$ cat src/design/trig_route_defs.vh
`ifndef TRIG_ROUTE_DEFS_VH
`define TRIG_ROUTE_DEFS_VH
// power mode encoding
`define MODE_W 3
`define MODE_RUN 3'h0
`define MODE_SLEEP 3'h1
`define MODE_LP_RUN 3'h2
`define MODE_LP_SLEEP 3'h3
`define MODE_STOP01 3'h4
`define MODE_STOP2 3'h5
`define MODE_STANDBY 3'h6
`define MODE_SHUTDOWN 3'h7
// reset source field
`define RST_SRC_PIN 1'h0
`define RST_SRC_INTERNAL 1'h1
// wake pin positions
`define WAKE_PIN_A_BIT 0
`define WAKE_PIN_B_BIT 1
`define WAKE_PIN_COUNT 2
// oscillator frequency in MHz
`define FAST_EXT_OSC_MHZ 32
`endif

$ cat src/design/peripheral_trigger_interconnect.v
// Function
// timer sync/chaining only in run/sleep family
// timer DMA trigger only in run/sleep family
// converter watchdog triggers advanced timer, not stop
// clock events to single timer a, not stop
// clock alarm to low-power timers; stop2 first only
// selected clock source to capture inputs, not stop
// fault events drive timer breaks, not stop
// gpio triggers per mode, stop2 first lp timer
// io analog, schmitt off during/after reset
// reset pull-up off on internal reset
// battery-only: ignore interrupts and clock alarms; code gates only the exit, STOP_WAKE_IRQ_OUT still fires
// standby/shutdown exit via two pins, clock
// shutdown pull settings dropped on exit
// serial receiver wakes on start/address/frame in stop; code wakes in stop 0/1 only
// two-wire address match wakes in stop; code wakes in stop 0/1 only
// fast oscillator on when radio needs it
// two sram clocks gated independently while sleeping
// per-mode registered gate, no spurious edges
`timescale 1ns/1ps
`include "trig_route_defs.vh"
module peripheral_trigger_interconnect #(
  parameter TRG_W = 4,
  parameter CLK_SRC_N = 8,
  parameter SEL_W = 3
) (
  input wire CLK_IN,
  input wire RST_B_IN,
  input wire [`MODE_W-1:0] POWER_MODE_IN,
  input wire [TRG_W-1:0] GENERAL_TIMERS_TRG_IN,
  input wire [TRG_W-1:0] GENERAL_TIMERS_DMA_TRG_IN,
  input wire CONVERTER_UNIT_WATCHDOG_IN,
  input wire RTC_EVENT_IN,
  input wire RTC_ALARM_TAMPER_IN,
  input wire [CLK_SRC_N-1:0] CLK_SOURCES_IN,
  input wire [SEL_W-1:0] WIDE_TIMER_CLK_SEL_IN,
  input wire [SEL_W-1:0] TIMER_A_CLK_SEL_IN,
  input wire [SEL_W-1:0] TIMER_B_CLK_SEL_IN,
  input wire CLOCK_FAILURE_DETECTOR_IN,
  input wire HARD_FAULT_IN,
  input wire SRAM_PARITY_ERR_IN,
  input wire FLASH_ECC_ERR_IN,
  input wire VOLTAGE_LEVEL_DETECTOR_IN,
  input wire GPIO_TRG_IN,
  input wire RESET_SRC_INTERNAL_IN,
  input wire IO_CONFIGURED_IN,
  input wire VBAT_ONLY_IN,
  input wire EXTI_IRQ_IN,
  input wire RTC_WAKE_IN,
  input wire [`WAKE_PIN_COUNT-1:0] WAKEUP_INPUTS_IN,
  input wire [1:0] SHUTDOWN_PULL_IN,
  input wire UART_START_IN,
  input wire UART_ADDR_MATCH_IN,
  input wire UART_FRAME_IN,
  input wire I2C_ADDR_MATCH_IN,
  input wire RF_ACTIVITY_REQ_IN,
  input wire [1:0] SRAM_CLK_GATE_REQ_IN,
  output wire [TRG_W-1:0] GENERAL_TIMERS_TRG_OUT,
  output wire [TRG_W-1:0] DMA_MEM2MEM_TRG_OUT,
  output wire ADVANCED_TIMER_TRG_OUT,
  output wire TIMER_A_RTC_CH_OUT,
  output wire FIRST_LOW_POWER_TIMER_TRG_OUT,
  output wire SECOND_LOW_POWER_TIMER_TRG_OUT,
  output wire WIDE_TIMER_CAPTURE_OUT,
  output wire TIMER_A_CAPTURE_OUT,
  output wire TIMER_B_CAPTURE_OUT,
  output wire ADVANCED_TIMER_BREAK_OUT,
  output wire TIMER_A_BREAK_OUT,
  output wire TIMER_B_BREAK_OUT,
  output wire GENERAL_TIMERS_EXT_TRG_OUT,
  output wire CONVERTER_UNIT_EXT_TRG_OUT,
  output wire FIRST_LP_TIMER_EXT_TRG_OUT,
  output wire SECOND_LP_TIMER_EXT_TRG_OUT,
  output reg IO_ANALOG_OUT,
  output reg IO_SCHMITT_EN_OUT,
  output reg RESET_PULLUP_EN_OUT,
  output reg LOW_POWER_EXIT_OUT,
  output reg [1:0] IO_PULL_OUT,
  output reg STOP_WAKE_IRQ_OUT,
  output reg FAST_EXTERNAL_OSCILLATOR_EN_OUT,
  output reg [1:0] SRAM_CLK_EN_OUT
);
  // mode decode, registered so gates switch on a clean edge
  reg [`MODE_W-1:0] mode_reg;
  wire run_family;
  wire stop01;
  wire stop2;
  wire stop_any;
  wire low_standby;
  wire asleep;

  function run_fam;
    input [`MODE_W-1:0] m;
    begin
      run_fam = (m == `MODE_RUN) || (m == `MODE_SLEEP) ||
        (m == `MODE_LP_RUN) || (m == `MODE_LP_SLEEP);
    end
  endfunction

  always @(posedge CLK_IN or negedge RST_B_IN) begin
    if (!RST_B_IN) begin
      mode_reg <= `MODE_RUN;
    end else begin
      mode_reg <= POWER_MODE_IN;
    end
  end

  assign run_family = run_fam(mode_reg);
  assign stop01 = (mode_reg == `MODE_STOP01);
  assign stop2 = (mode_reg == `MODE_STOP2);
  assign stop_any = stop01 | stop2;
  assign low_standby = (mode_reg == `MODE_STANDBY) || (mode_reg == `MODE_SHUTDOWN);
  assign asleep = (mode_reg == `MODE_SLEEP) || (mode_reg == `MODE_LP_SLEEP);

  // only pin-level and clock sources are synchronised; peripheral events share CLK_IN
  wire gpio_s;
  wire [`WAKE_PIN_COUNT-1:0] wake_s;
  wire [CLK_SRC_N-1:0] clk_src_s;
  sync2 #(.WIDTH(1 + `WAKE_PIN_COUNT + CLK_SRC_N)) u_pin_sync (
    .clk_in(CLK_IN),
    .rst_b_in(RST_B_IN),
    .d_in({GPIO_TRG_IN, WAKEUP_INPUTS_IN, CLK_SOURCES_IN}),
    .q_out({gpio_s, wake_s, clk_src_s})
  );

  // clock measurement: sampling limits this to sources below half of CLK_IN
  wire [2:0] cap_sel;
  assign cap_sel = {clk_src_s[WIDE_TIMER_CLK_SEL_IN], clk_src_s[TIMER_A_CLK_SEL_IN],
    clk_src_s[TIMER_B_CLK_SEL_IN]};

  wire any_break;
  assign any_break = CLOCK_FAILURE_DETECTOR_IN | HARD_FAULT_IN | SRAM_PARITY_ERR_IN |
    FLASH_ECC_ERR_IN | VOLTAGE_LEVEL_DETECTOR_IN;

  // run/sleep-family routes, one gate per route group so each group can be retimed alone
  mode_gate #(.WIDTH(TRG_W)) u_sync_gate (
    .clk_in(CLK_IN),
    .rst_b_in(RST_B_IN),
    .allow_in(run_family),
    .sig_in(GENERAL_TIMERS_TRG_IN),
    .sig_out(GENERAL_TIMERS_TRG_OUT)
  );

  mode_gate #(.WIDTH(TRG_W)) u_dma_gate (
    .clk_in(CLK_IN),
    .rst_b_in(RST_B_IN),
    .allow_in(run_family),
    .sig_in(GENERAL_TIMERS_DMA_TRG_IN),
    .sig_out(DMA_MEM2MEM_TRG_OUT)
  );

  mode_gate #(.WIDTH(1)) u_wdog_gate (
    .clk_in(CLK_IN),
    .rst_b_in(RST_B_IN),
    .allow_in(run_family),
    .sig_in(CONVERTER_UNIT_WATCHDOG_IN),
    .sig_out(ADVANCED_TIMER_TRG_OUT)
  );

  mode_gate #(.WIDTH(1)) u_rtc_ch_gate (
    .clk_in(CLK_IN),
    .rst_b_in(RST_B_IN),
    .allow_in(run_family),
    .sig_in(RTC_EVENT_IN),
    .sig_out(TIMER_A_RTC_CH_OUT)
  );

  mode_gate #(.WIDTH(3)) u_cap_gate (
    .clk_in(CLK_IN),
    .rst_b_in(RST_B_IN),
    .allow_in(run_family),
    .sig_in(cap_sel),
    .sig_out({WIDE_TIMER_CAPTURE_OUT, TIMER_A_CAPTURE_OUT, TIMER_B_CAPTURE_OUT})
  );

  mode_gate #(.WIDTH(3)) u_break_gate (
    .clk_in(CLK_IN),
    .rst_b_in(RST_B_IN),
    .allow_in(run_family),
    .sig_in({3{any_break}}),
    .sig_out({ADVANCED_TIMER_BREAK_OUT, TIMER_A_BREAK_OUT, TIMER_B_BREAK_OUT})
  );

  mode_gate #(.WIDTH(2)) u_ext_gate (
    .clk_in(CLK_IN),
    .rst_b_in(RST_B_IN),
    .allow_in(run_family),
    .sig_in({2{gpio_s}}),
    .sig_out({GENERAL_TIMERS_EXT_TRG_OUT, CONVERTER_UNIT_EXT_TRG_OUT})
  );

  // first low-power timer keeps its routes down to stop 2
  mode_gate #(.WIDTH(2)) u_lp1_gate (
    .clk_in(CLK_IN),
    .rst_b_in(RST_B_IN),
    .allow_in(run_family | stop_any),
    .sig_in({RTC_ALARM_TAMPER_IN, gpio_s}),
    .sig_out({FIRST_LOW_POWER_TIMER_TRG_OUT, FIRST_LP_TIMER_EXT_TRG_OUT})
  );

  // second one keeps them down to stop 0/1, blocked in stop 2
  mode_gate #(.WIDTH(2)) u_lp2_gate (
    .clk_in(CLK_IN),
    .rst_b_in(RST_B_IN),
    .allow_in(run_family | stop01),
    .sig_in({RTC_ALARM_TAMPER_IN, gpio_s}),
    .sig_out({SECOND_LOW_POWER_TIMER_TRG_OUT, SECOND_LP_TIMER_EXT_TRG_OUT})
  );

  // io state: analog until software configures the pins
  reg shutdown_seen_reg;
  always @(posedge CLK_IN or negedge RST_B_IN) begin
    if (!RST_B_IN) begin
      IO_ANALOG_OUT <= 1'b1;
      IO_SCHMITT_EN_OUT <= 1'b0;
      RESET_PULLUP_EN_OUT <= 1'b1;
    end else begin
      IO_ANALOG_OUT <= ~IO_CONFIGURED_IN;
      IO_SCHMITT_EN_OUT <= IO_CONFIGURED_IN;
      RESET_PULLUP_EN_OUT <= (RESET_SRC_INTERNAL_IN != `RST_SRC_INTERNAL);
    end
  end

  // pull setting only lives while in shutdown
  always @(posedge CLK_IN or negedge RST_B_IN) begin
    if (!RST_B_IN) begin
      IO_PULL_OUT <= 2'h0;
      shutdown_seen_reg <= 1'b0;
    end else begin
      shutdown_seen_reg <= (mode_reg == `MODE_SHUTDOWN);
      if (mode_reg == `MODE_SHUTDOWN) begin
        IO_PULL_OUT <= SHUTDOWN_PULL_IN;
      end else if (shutdown_seen_reg) begin
        IO_PULL_OUT <= 2'h0;
      end
    end
  end

  // wake and exit logic
  reg exit_next;
  wire uart_wake;
  assign uart_wake = UART_START_IN | UART_ADDR_MATCH_IN | UART_FRAME_IN;

  always @* begin
    exit_next = 1'b0;
    if (VBAT_ONLY_IN) begin
      exit_next = 1'b0;
    end else if (low_standby) begin
      exit_next = (|wake_s) | RTC_WAKE_IN;
    end else if (stop_any) begin
      exit_next = EXTI_IRQ_IN | RTC_WAKE_IN;
    end
  end

  always @(posedge CLK_IN or negedge RST_B_IN) begin
    if (!RST_B_IN) begin
      LOW_POWER_EXIT_OUT <= 1'b0;
      STOP_WAKE_IRQ_OUT <= 1'b0;
      FAST_EXTERNAL_OSCILLATOR_EN_OUT <= 1'b0;
      SRAM_CLK_EN_OUT <= 2'h3;
    end else begin
      LOW_POWER_EXIT_OUT <= exit_next;
      STOP_WAKE_IRQ_OUT <= stop01 & (uart_wake | I2C_ADDR_MATCH_IN);
      FAST_EXTERNAL_OSCILLATOR_EN_OUT <= RF_ACTIVITY_REQ_IN;
      SRAM_CLK_EN_OUT <= asleep ? ~SRAM_CLK_GATE_REQ_IN : 2'h3;
    end
  end
endmodule // peripheral_trigger_interconnect

$ cat src/design/mode_gate.v
`timescale 1ns/1ps
// registered and-gate: a blocked route holds low, so a mode change gives no stray edge
module mode_gate #(
  parameter WIDTH = 1
) (
  input wire clk_in,
  input wire rst_b_in,
  input wire allow_in,
  input wire [WIDTH-1:0] sig_in,
  output reg [WIDTH-1:0] sig_out
);
  always @(posedge clk_in or negedge rst_b_in) begin
    if (!rst_b_in) begin
      sig_out <= {WIDTH{1'b0}};
    end else begin
      sig_out <= allow_in ? sig_in : {WIDTH{1'b0}};
    end
  end
endmodule // mode_gate

$ cat src/design/sync2.v
`timescale 1ns/1ps
module sync2 #(
  parameter WIDTH = 1
) (
  input wire clk_in,
  input wire rst_b_in,
  input wire [WIDTH-1:0] d_in,
  output reg [WIDTH-1:0] q_out
);
  reg [WIDTH-1:0] meta_reg;
  always @(posedge clk_in or negedge rst_b_in) begin
    if (!rst_b_in) begin
      meta_reg <= {WIDTH{1'b0}};
      q_out <= {WIDTH{1'b0}};
    end else begin
      meta_reg <= d_in;
      q_out <= meta_reg;
    end
  end
endmodule // sync2

$ cat config.mk
export PLATFORM = sky130hd
export DESIGN_NAME = peripheral_trigger_interconnect
export DESIGN_NICKNAME = d
export VERILOG_FILES = /design/src/design/peripheral_trigger_interconnect.v /design/src/design/mode_gate.v /design/src/design/sync2.v
export VERILOG_INCLUDE_DIRS = /design/src /design/src/design
export SDC_FILE = /design/constraint.sdc
export NUM_CORES = 1
export LEC_CHECK = 0
export ABC_AREA = 1
export BUFFER_PORTS_ARGS = -buffer_cell sky130_fd_sc_hd__buf_2
export CAP_MARGIN = 20
export CORE_MARGIN = 3
export CORE_UTILIZATION = 46
export DETAILED_ROUTE_END_ITERATION = 8
export PLACE_DENSITY = 0.78
export SKIP_CTS_REPAIR_TIMING = 1
export SYNTH_ARGS = -nofsm -noshare
export SYNTH_HDL_FRONTEND = slang
export SYNTH_SLANG_ARGS = --single-unit
$ cat constraint.sdc
create_clock -name CLK_IN -period 1.4 [get_ports CLK_IN]
set_clock_uncertainty 0.15 [all_clocks]
set_input_delay 0.21 -clock CLK_IN [delete_from_list [all_inputs] [get_ports CLK_IN]]
set_output_delay 0.21 -clock CLK_IN [all_outputs]
set_load 0.01 [all_outputs]
Word level (Yosys, flattened, before mapping)

Cells that the tools add are included.

Bits in registers: 58
Bits in latches: 0
Memory bits (writable): 0
ROM bits: 0
Bits of input ports: 55
Output and inout bits: 32
Logic and storage cells: 76
Memories kept: 0

$add $sub $neg: 0
Multipliers: 0
Div/mod/pow operators: 0
$lt $le $gt $ge: 3
Equality and inequality tests: 7
Shift-type cells: 0
Muxes and demuxes: 21
Bitwise logic cells: 16
Reductions and logical operators: 8

Operators by type and width:

| cell                                                       | number |
|---|---|
| equality test 3 bit, second input constant                 | 4 |
| less-than comparator 3 x 4 -> 1 bit, second input constant | 3 |
| 2-to-1 mux 2 bit                                           | 6 |
| OR 1 bit                                                   | 12 |
| binary-select mux 1 bit (select 3 bit)                     | 3 |
| 2-to-1 mux 1 bit                                           | 8 |
| 2-to-1 mux 4 bit                                           | 2 |
| equality test 3 x 2 -> 1 bit, second input constant        | 2 |
| 2-to-1 mux 3 bit                                           | 2 |
| logical OR 1 bit                                           | 5 |
| equality test 3 x 1 -> 1 bit, second input constant        | 1 |
| zero test 3 bit                                            | 1 |
| NOT 1 bit                                                  | 2 |
| NOT 2 bit                                                  | 1 |
| nonzero test 2 bit                                         | 1 |
| OR reduction 2 bit                                         | 1 |
| AND 1 bit                                                  | 1 |

Depth between registers and ports, before layout

Gate-level depths: netlist (run 1).

Depth after elaboration: 6
Gate-level depth with buffers: 7
Mapped depth without buffers: 7

By module

A second synthesis (run 1) with hierarchy kept.

Cells, all modules: 202
Area total of the unflattened synthesis: 2040.7 um^2

Modules (own cells, without submodules):

| module                          | times used | cells each | area an instance (um^2) | sequential area each (um^2) |
|---|---|---|---|---|
| peripheral_trigger_interconnect | 1          | 114        | 774.5                   | 355.3 |
| sync2                           | 1          | 22         | 550.5                   | 550.5 |
| mode_gate (u_dma_gate ...)      | 2          | 12         | 130.1                   | 100.1 |
| mode_gate (u_break_gate ...)    | 2          | 9          | 97.6                    | 75.1 |
| mode_gate (u_ext_gate ...)      | 3          | 6          | 65.1                    | 50.0 |
| mode_gate (u_rtc_ch_gate ...)   | 2          | 3          | 32.5                    | 25.0 |

Worst setup path before layout (run 1)

No wires, ideal clock.

Path type: reg2reg
Start point: reg mode_reg[2]
End point: reg IO_PULL_OUT[0]
Setup time: 118 ps
Data arrival time: 735 ps
Data required time: 1132 ps
Slack: 397 ps
Stages on the path, launching flop included: 6
Buffers on the path: 1
Clock period less this slack: 1003 ps
Cells stage by stage: dfrtp_1 -> buf_4 -> nand3_1 -> inv_2 -> nand2_1 -> nand2_1

Cells in the longest elaborated chain, start to end: 2
Elaborated cells between the ends (all ways): 3
Those cells by class: eq/ne: 1; mux: 1; reduce/logical: 1

Ends and longest elaborated chain:

| item                                                          | RTL line                              | RTL |
|---|---|---|
| start: declaration                                            | peripheral_trigger_interconnect.v:84  | `` reg [`MODE_W-1:0] mode_reg; `` |
| start signal: assignment                                      | peripheral_trigger_interconnect.v:102 | `` mode_reg <= `MODE_RUN; `` |
| equality test 3 bit (no line) (*)                             | n/a                                   |  |
| 2-to-1 mux 2 bit / nonzero test 2 bit (equally long branches) | n/a                                   |  |
| end signal: assignment                                        | peripheral_trigger_interconnect.v:227 | `IO_PULL_OUT <= 2'h0;` |
| end signal: assignment                                        | peripheral_trigger_interconnect.v:232 | `IO_PULL_OUT <= SHUTDOWN_PULL_IN;` |
| end signal: assignment                                        | peripheral_trigger_interconnect.v:234 | `IO_PULL_OUT <= 2'h0;` |
| end: declaration                                              | peripheral_trigger_interconnect.v:78  | `output reg [1:0] IO_PULL_OUT,` |

Mark *: on every way between the ends. The rest lies on a longest branch, timed or not.
A chain may end at the register's enable or synchronous reset.

Final worst setup path (run 1)

Start point: reg IO_ANALOG_OUT
End point: out IO_ANALOG_OUT

RTL lines:

| item                     | RTL line                              | RTL |
|---|---|---|
| start: declaration       | peripheral_trigger_interconnect.v:74  | `output reg IO_ANALOG_OUT,` |
| start signal: assignment | peripheral_trigger_interconnect.v:218 | `IO_ANALOG_OUT <= ~IO_CONFIGURED_IN;` |

No word-level cell between the ends.

==> results of run 1 <==
-- path summary, 6_finish.rpt --
check / startpoint / end / cells past startpoint
worst min-delay path: I2C_ADDR_MATCH_IN / STOP_WAKE_IRQ_OUT / 3
worst min register to register: u_pin_sync.meta_reg[7] / u_pin_sync.q_out[7] / 0
min in group asynchronous: RST_B_IN / u_dma_gate.sig_out[2] / 3
worst max-delay path: IO_ANALOG_OUT / IO_ANALOG_OUT / 1
worst max register to register: mode_reg[2] / u_lp2_gate.sig_out[1] / 3
max in group asynchronous: RST_B_IN / SRAM_CLK_EN_OUT[1] / 3
-- tightest hold or removal path, stage by stage --
cell	delay [ns]
buf_2	0.07
nor4_1	0.03
nor2_1	0.07
-- routing by layer --
metal | wire length (µm) | share of wire | up-vias | track usage
li1 | - | - | 793 | -
met1 | 1810 | 0.41 | 730 | 0.176
met2 | 2100 | 0.47 | 68 | 0.242
met3 | 466 | 0.10 | 7 | 0.0724
met4 | 69 | 0.015 | 0 | 0.0438
met5 | 0 | 0 | - | 0
-- logic make-up (layout without fill, tap and decap cells) --
family / count (synthesis) / after routing / synth area share
AND/OR/NAND/NOR: 84 / 84 / 0.180
buffers and inverters: 37 / 163 / 0.0810
AO/OA/AOI/OAI: 7 / 7 / 0.0183
flip-flops: 55 / 55 / 0.721
-- metrics by stage --
stage	util	worst slack (ns)	power (mW)	std cells
global route	0.749	0.0556	3.33	357
detailed placement	0.627	0.318	2.07	314
floorplan	-	0.397	1.88	183
finish	0.749	0.0870	3.18	357
CTS	0.658	0.0801	3.11	322
global placement	0.627	0.313	2.06	314
-- cells in the mapped netlist --
cell     number
nand2_1      35
buf_4         4
nor3_2        1
inv_2         6
nor3_1        1
nand3_1      15
o21ai_0       4
nor2_1       31
a21oi_1       3
buf_2         1
inv_1        26
dfstp_2       4
dfrtp_1      51
nor4_1        1
-- cell type report --
cell class,count,share of cell area
Clock inverter,2,0.0122
Tap cell,48,0.0210
Multi-Input combinational cell,91,0.132
Sequential cell,55,0.482
Timing Repair Buffer,123,0.282
Inverter,32,0.0419
Clock buffer,6,0.0288
-- report_power, final --
| group | leakage [nW] | internal [mW] | switching [mW] |
|---|---|---|---|
| registers | 0.664 | 1.68 | 0.0368 |
| logic | 0.872 | 0.206 | 0.199 |
| clock network | 0.0612 | 0.579 | 0.483 |
| total | 1.60 | 2.46 | 0.718 |
==> flow_results.org, run 1 <==
** Worst setup path
- Dominant delay contributor by cell family on the critical path :: flip-flops
- Critical-path cell with the highest stage delay :: dfstp_2
- The worst setup path is launched from a register.
- At the worst endpoint, the required time is 1.04 ns.
- The setup path with the least slack is of type reg2out.
- Worst Path Arrival :: between 0.9 and 1 ns
- Maximum net fanout on the critical path :: 1
- For this run, the slowest stage of the critical path takes 0.53 ns.
- Worst-path cell chain :: buf_2
- STA classifies the critical path endpoint as an output port.
- Slack of the worst reg-to-reg path :: 0.29 ns
- The number of buffers and inverters on the critical path is 1.

** Final layout
- From synthesis to final layout, the design area changed by 49.6%.
- Most common library cell in the layout ignoring fill and taps :: buf_2
- Summing all multi-input logic gate instances after layout gives 379 µm².
- Net count reported at finish :: approximately 360
- Leaving out fill and tap cells, the most frequent cells in the layout are 86 x buf_2, 51 x dfrtp_1, 35 x nand2_1, 35 x dlygate4sd3_1, 31 x nor2_1.
- Area occupied by registers :: 1380 µm²
- The number of antenna diodes in the final layout is 0.
- Fill cells in the final layout number around 250.
- Post-route design area :: 2870 µm²
- In the final layout, the share of cells above drive strength 1 is 0.346.

** Job
- Max-cap violations in this run came to 0.

** Logic synthesis
- Yosys reg bits :: 55
- The Yosys step of the flow raised 0 warnings.
- Unique masters post-synth :: 14
- Total standard cell area after synthesis :: 1920 µm²
- Cell taking the most area after synthesis :: dfrtp_1
- The share of the Yosys chip area taken by registers is 0.721.
- Top cells by area in the synthesized netlist :: dfrtp_1 67%, nand2_1 6.9%, nor2_1 6.1%
- Total nets after synthesis :: 238
- The share of synthesized area in the top cell type comes to 0.666.
- Cells after Synth :: between 150 and 200
- Avg Cell Area, Syn :: 10.5 µm²

** Timing
- Static timing analysis puts the maximum clock frequency at 762 MHz.
- The tightest hold path in the finished design has a slack of -0.0203 ns.
- Final min period :: 1.31 ns
- Setup repair after global routing left no endpoint under its margin.
- Sum of negative setup slack :: 0 ns
- Post-route fraction of the period consumed by the critical path :: 0.938
- The count of final max-slew check failures came to 0.
- The number of hold violations in the final report is 1.
- Final setup viols :: 0
- Worst Max-Slew Pin Slew :: 0.272 ns
- Max transition margin :: 0.819

** Die
- The initial utilization of the core area, before any placement, comes to 0.501.
- From bottom edge to top edge, the die measures ~71 µm.
- The die covers just under 5000 µm².
- The floorplan has 22 rows.
- Placeable core area :: 3830 µm²
- The floorplan step set the die width to 70.5 µm.
- I/O pin count :: 87

** Power and ir drop
- Leakage :: 1.60 nW
- Power per standard cell area :: between 1000 and 1500 nW/µm²
- Worst voltage drop across the vdd grid :: between 0.0008 and 0.0009 V

** Placement
- Port buffering added between 80 and 90 buffers.
- Placed Instance Area :: 2400 µm²
- Routability-driven placement finished with a final weighted congestion of 0.745.
- DP Wirelength :: approximately 2800 µm

** Global route
- Total global-route track usage :: 0.149
- Overflow after GRT :: 0
- The first global-routing pass estimated 5780 µm of wire.
- Antenna violations before repair :: 0
- Largest net degree at the start of global routing :: 56
- Vias in the first global route :: approximately 1,400

** Detailed routing
- Once detail routing completed, the nets flagged for antenna violations numbered 0.
- Wire length reported by the detailed router :: 4450 µm
- In the routed layout, each cell is associated on average with a via count of 4.48.
- Length of the first detailed-routing pass in iterations :: 4
- For this block, the initial DRC count from the detailed router was 74.
- Via Count :: around 1,600
- Number of DRC violations after detailed routing :: 0
- Dividing the detail-routed wire length by the instance count gives 12.5 µm.

** Clock tree
- Deepest level of the CTS H-tree :: 2
- Counting every sink on the clock net gives 55.
- Clock tree from TritonCTS :: yes
- Clock buffers created by TritonCTS :: 5
- Clock tree root driver cell :: clkbuf_8
- Clock latency on the worst-skew pair, taken at its later pin, is ~0.3 ns.
- Clk pin slew, worst setup/hold paths :: roughly 0.10 ns
- The clock passes through at most 2 buffers.

** Outcome
- Result of the run :: finished, violations left
- Violations in the final reports :: negative hold slack

** Hold path
- Kind of path behind the tightest hold check :: in2reg
No activity file was read; power rests on OpenSTA's default activity.
==> inputs of run 2 (changes only) <==
--- a/config.mk
+++ b/config.mk
@@ -9,8 +9,10 @@
 export ABC_AREA = 1
 export BUFFER_PORTS_ARGS = -buffer_cell sky130_fd_sc_hd__buf_2
 export CAP_MARGIN = 20
+export CELL_PAD_IN_SITES_DETAIL_PLACEMENT = 0
+export CELL_PAD_IN_SITES_GLOBAL_PLACEMENT = 1
 export CORE_MARGIN = 3
-export CORE_UTILIZATION = 46
+export CORE_UTILIZATION = 34
 export DETAILED_ROUTE_END_ITERATION = 8
 export PLACE_DENSITY = 0.78
 export SKIP_CTS_REPAIR_TIMING = 1
==> flow_results.org, run 2 (synthesis results as in run 1) <==
** Clock tree
- After clock tree synthesis, the clock-pin slew on the worst setup and hold paths is roughly 0.090 ns.
- Clock tree root driver cell :: clkbuf_8
- Clock sink total :: 55
- Clock tree from TritonCTS :: yes
- Deepest level of the CTS H-tree :: 2
- For the worst-skew pair, the clock arrives at the later sink with an insertion delay of roughly 0.30 ns.
- Maximum buffer depth of the clock tree :: 2
- Clock buffers created by TritonCTS :: 5

** Outcome
- Violations in the final reports :: negative hold slack
- The flow ran to the end, but the final reports show violations.

** Worst setup path
- RR Endpoint :: u_cap_gate.sig_out[2]
- Critical path start-end classification :: reg2out
- At the worst endpoint, the required time is between 1 and 1.5 ns.
- Data arrives at the worst endpoint at 0.96 ns.
- For this run, the slowest stage of the critical path takes 0.54 ns.
- Worst Setup Start Kind :: register
- Maximum net fanout on the critical path :: 1
- Worst-path cell chain :: buf_2
- Setup slack on the worst reg-to-reg path comes out at 0.32 ns.
- The startpoint identified for the worst register-to-register timing path is u_pin_sync.q_out[0].
- The number of cells on the worst reg-to-reg path is 4.
- Number of buffers and inverters on the critical path :: 1
- On the critical path the largest part of the delay comes from flip-flops.
- For this design, the slowest cell found on the critical path is dfstp_2.
- STA classifies the critical path endpoint as an output port.

** Die
- The initial utilization of the core area, before any placement, comes to 0.363.
- Measured along the y axis, the die boundary spans just over 80 µm.
- Die Span X :: 81.1 µm
- After floorplanning, the core was sized to cover 5270 µm².
- I/O pin count :: 87
- Area enclosed by the die boundary :: 6570 µm²
- # rows :: 26

** Final layout
- Net count reported at finish :: 366
- Highest-count cells in the layout ignoring fill and taps :: 86 x buf_2, 51 x dfrtp_1, 38 x dlygate4sd3_1
- Of the cells placed in the final design, the portion with a size suffix greater than 1 is 0.343.
- Relative to the synthesized area, the layout overhead comes to 51.9%.
- Most common library cell in the layout ignoring fill and taps :: buf_2
- Number of diodes :: 0

** Job
- Number of max-cap violations :: 0

** Detailed routing
- For this run, design rule violations remaining after detail routing come to 0.
- Wire length reported by the detailed router :: 4280 µm
- The detail route stage leaves a number of antenna-violating nets equal to 0.
- Across all layers, the routed design uses 1,584 vias.
- The detailed router finished its first iteration with 33 violations.
- Mean routed wirelength per cell :: 11.2 µm
- Length of the first detailed-routing pass in iterations :: 4
- After detailed routing, the number of vias per cell comes to 4.15.

** Hold path
- Kind of path behind the tightest hold check :: in2reg
- The worst hold path was traced through 3 stages.
- End of the worst hold path :: u_lp1_gate.sig_out[1]
- The startpoint identified for the worst hold timing path is RTC_ALARM_TAMPER_IN.

** Global route
- The via count of the first global-routing pass is 1,396.
- First-pass GRT wire length :: ~6200 µm
- Antenna violations before repair :: 0
- Overflow after GRT :: 0
- Largest net degree at the start of global routing :: 56
- In the global route stage, overall resource usage came out at 0.128.

** Timing
- Sum of negative setup slack :: 0 ns
- Final min period :: 1.32 ns
- Once routing completed, OpenROAD measured the worst setup slack at 0.0799 ns.
- Final hold analysis gives a worst-case slack of -0.00703 ns.
- Setup repair after global routing left no endpoint under its margin.
- Of the available clock period, the critical path in the final layout requires 0.943.
- Final Hold Viols :: 2
- The count of final max-slew check failures came to 0.
- Setup violations remaining at the end of the flow were counted as 0.
- Worst Max-Slew Pin Slew :: 0.283 ns
- Static timing analysis puts the maximum clock frequency at 758 MHz.
- Max transition margin :: 0.811

** Power and ir drop
- Net switching fraction of the power :: 0.232
- Summed over all cells, the static leakage comes to 1.60 nW.
- Of the total power, combinational logic draws 0.132.
- Of the total power, the clock network draws 0.304.
- Worst voltage drop across the vdd grid :: 0.000630 V
- Power after layout :: ~3 mW
- The internal power of the cells totals 2.34 mW.
- Power per standard cell area :: 1050 nW/µm²
- Summed over all nets, the switching power comes to between 0.7 and 0.8 mW.
- Fraction of power consumed by sequential logic :: 0.563

** Placement
- GPL Wtd Cong :: 0.783
- Summed over all nets, the half-perimeter wirelength after detailed placement is 2920 µm.
- During placement, the flow inserted port buffers numbering 86.
- Before CTS, the worst setup slack after placement is between 0.3 and 0.4 ns.
## run 2: cell type report
cell class / instances / area (µm²)
Tap cell: 70 / 87.6
Fill cell: 502 / 2360
Clock buffer: 7 / 96.3
Timing Repair Buffer: 126 / 838
Inverter: 32 / 120
Multi-Input combinational cell: 91 / 379
Sequential cell: 55 / 1380
Clock inverter: 1 / 7.51
## run 2: power by group through the flow
stage,combinational [mW],clock [mW],sequential [mW]
6_report,0.403,0.927,1.72
5_1_grt,0.463,1.03,1.73
4_1_cts,0.327,0.968,1.72
3_5_place_dp,0.327,0,1.75
3_3_place_gp,0.323,0,1.75
2_1_floorplan,0.111,0,1.77
## run 2: worst max-delay path by stage
stage / startpoint / endpoint / slack, ns / cells past startpoint
final: IO_ANALOG_OUT / IO_ANALOG_OUT / 0.08 / 1
after global routing: IO_ANALOG_OUT / IO_ANALOG_OUT / 0.05 / 1
after CTS: RESET_PULLUP_EN_OUT / RESET_PULLUP_EN_OUT / 0.07 / 1
after detailed placement: mode_reg[1] / LOW_POWER_EXIT_OUT / 0.33 / 4
after global placement: mode_reg[1] / LOW_POWER_EXIT_OUT / 0.33 / 4
after floorplan: mode_reg[2] / IO_PULL_OUT[0] / 0.40 / 5
## run 2: per-stage QoR
stage / utilization / hold WS [ns] / cell area (µm²) / instances
5_1_grt: 0.552 / 0.00666 / 2910 / 382
4_1_cts: 0.480 / -0.262 / 2530 / 344
6_report: 0.552 / -0.00703 / 2910 / 382
2_1_floorplan: - / -0.236 / 1920 / 183
3_3_place_gp: 0.460 / 0.0762 / 2430 / 336
3_5_place_dp: 0.460 / 0.0770 / 2430 / 336
## run 2: layer usage
metal | vias to the layer above | track usage | part of all wire
met2 | 54 | 0.226 | 0.52
li1 | 795 | - | -
met1 | 730 | 0.144 | 0.39
met4 | 0 | 0.0473 | 0.013
met3 | 5 | 0.0410 | 0.077
met5 | - | 0 | 0
==> inputs of run 3 (changes only) <==
--- a/config.mk
+++ b/config.mk
@@ -14,7 +14,7 @@
 export CORE_MARGIN = 3
 export CORE_UTILIZATION = 34
 export DETAILED_ROUTE_END_ITERATION = 8
-export PLACE_DENSITY = 0.78
+export PLACE_DENSITY = 0.77
 export SKIP_CTS_REPAIR_TIMING = 1
 export SYNTH_ARGS = -nofsm -noshare
 export SYNTH_HDL_FRONTEND = slang
==> flow_results.org, run 3 (synthesis results as in run 1) <==
** Worst setup path
- Critical path start-end classification :: reg2out
- Dominant delay contributor by cell family on the critical path :: flip-flops
- Critical Path RT :: 1.04 ns
- CP endpoint kind :: output port
- In this design, the stage delay of the slowest critical-path cell is 0.54 ns.
- Critical-path cell with the highest stage delay :: dfstp_2
- Worst Setup Start Kind :: register
- Walking the worst path, the cells encountered are buf_2.
- Worst Path Arrival :: 0.96 ns
- In this run the worst path has a maximum fanout of 1.
- Number of buffers and inverters on the critical path :: 1

** Placement
- Detailed placement ended at an HPWL of 3110 µm.
- Port buffering added 86 buffers.
- GPL Wtd Cong :: 0.795
- At the placement stage, the worst setup path has a slack of between 0.3 and 0.4 ns.

** Final layout
- Of the cells placed in the final design, the portion with a size suffix greater than 1 is 0.345.
- Layout Area Growth over Synthesis :: 53.7%
- The final layout contains 367 nets.
- Area of the multi-input gates :: 379 µm²
- Number of diodes :: 0
- Area occupied by registers :: 1380 µm²
- The library cell used most frequently in the layout, excluding fill and tap cells, is buf_2.
- Highest-count cells in the layout ignoring fill and taps :: 86 x buf_2, 51 x dfrtp_1, 38 x dlygate4sd3_1
- Fillcell total :: 497

** Timing
- Final slew viol count :: 0
- Sum of negative setup slack :: 0 ns
- Fmax achieved :: roughly 760 MHz
- Final Hold Viols :: 2
- On the final layout, the worst hold slack is -0.0165 ns.
- Max transition margin :: 0.774
- At the pin with the least slew margin, the transition time is 0.340 ns.
- PnR worst setup slack :: 0.0848 ns
- In the finished design, the share of the clock period the worst path needs comes to 0.939.
- Final min period :: 1.32 ns
- Final setup viols :: 0
- Setup repair after global routing left no endpoint under its margin.

** Detailed routing
- Via Count :: 1,606
- After detailed routing, the average wire length per cell comes to 11.6 µm.
- Vias per std cell :: 4.19
- For this block, the routed nets add up to 4440 µm of wire.
- The first detailed-routing pass ran for 4 iterations.
- After the first detailed-routing iteration, the DRC count stood at 25.
- Number of DRC violations after detailed routing :: 0
- Post-DRT Antenna Nets :: 0

** Clock tree
- Clock tree from TritonCTS :: yes
- Clock buffers created by TritonCTS :: 5
- Clock-pin slew was measured on the worst setup and hold paths at approximately 0.09 ns.
- The tree is rooted in a clkbuf_8.
- Worst skew pair latency :: 0.30 ns
- Deepest level of the CTS H-tree :: 2
- Maximum buffer depth of the clock tree :: 2
- The clock net in this run drives a total of 55 sinks.

** Global route
- The via count of the first global-routing pass came to approximately 1,500.
- First-pass GRT wire length :: 6500 µm
- The total overflow left after global routing is 0.
- Antenna violations before repair :: 0
- Total global-route track usage :: 0.132
- Entering global routing, the biggest net connects 30 pins.

** Die
- 87 I/O pins were placed.
- The die covers 6570 µm².
- Placeable core area :: 5270 µm²
- The floorplan has 26 rows.
- From left edge to right edge, the die measures 81.1 µm.
- Vertical extent of the die :: 81.1 µm
- For this configuration, the core starts out at a cell density of 0.363.

** Power and ir drop
- In this run the static leakage power is about 1.6 nW.
- Power after layout :: 3.19 mW
- Power per standard cell area :: between 1000 and 1500 nW/µm²
- Across the VDD grid, the largest voltage drop is 0.000707 V.

** Outcome
- The flow ran to the end, but the final reports show violations.
- The final reports fail on negative hold slack.

** Hold path
- In this run the worst hold path is classified as in2reg.

** Job
- Across the run, the number of max-cap violations was 0.
-- run 3: changes by cell type in the layout (fill, tap and decap cells not counted), sizes merged --
cell / previous run / this run
bufinv: 0 / 1
clkinvlp: 1 / 0
buf: 88 / 89
clkbuf: 7 / 6
clkinv: 0 / 1
-- run 3: metal layers --
metal / global-route usage / share of wire / wire (µm) / up-vias
met4: 0.0524 / 0.0083 / 37 / 0
met5: 0 / 0 / 0 / -
li1: - / - / - / 796
met2: 0.219 / 0.55 / 2450 / 60
met1: 0.151 / 0.37 / 1630 / 746
met3: 0.0532 / 0.074 / 327 / 4
-- run 3: area by class of cell --
class | count | share of cell area
Timing Repair Buffer | 127 | 0.292
Clock buffer | 6 | 0.0280
Multi-Input combinational cell | 91 | 0.129
Sequential cell | 55 | 0.469
Clock inverter | 2 | 0.0119
Tap cell | 70 | 0.0297
Inverter | 32 | 0.0408
-- run 3: through the flow --
stage | instances | hold slack (ns) | util | cell area [µm²]
finish | 383 | -0.0165 | 0.559 | 2940
global route | 383 | 0.0138 | 0.559 | 2940
CTS | 345 | -0.351 | 0.486 | 2560
detailed placement | 337 | -0.0184 | 0.464 | 2450
global placement | 337 | -0.0161 | 0.464 | 2450
floorplan | 183 | -0.236 | - | 1920
-- run 3: path summary, 6_finish.rpt --
kind,slack (ns),end,cells past startpoint,start
min in group asynchronous,0.19,u_pin_sync.q_out[2],2,RST_B_IN
hold / removal,-0.02,u_break_gate.sig_out[1],3,FLASH_ECC_ERR_IN
max in group asynchronous,0.43,IO_ANALOG_OUT,3,RST_B_IN
setup / recovery,0.08,RESET_PULLUP_EN_OUT,1,RESET_PULLUP_EN_OUT
hold reg to reg,0.20,u_pin_sync.q_out[8],0,u_pin_sync.meta_reg[8]
setup reg to reg,0.30,u_lp2_gate.sig_out[1],3,mode_reg[2]
-- run 3: power breakdown --
group | switching, mW | internal, mW | total, mW
sequential | 0.0342 | 1.68 | 1.71
combinational | 0.198 | 0.216 | 0.414
clock | 0.481 | 0.579 | 1.06
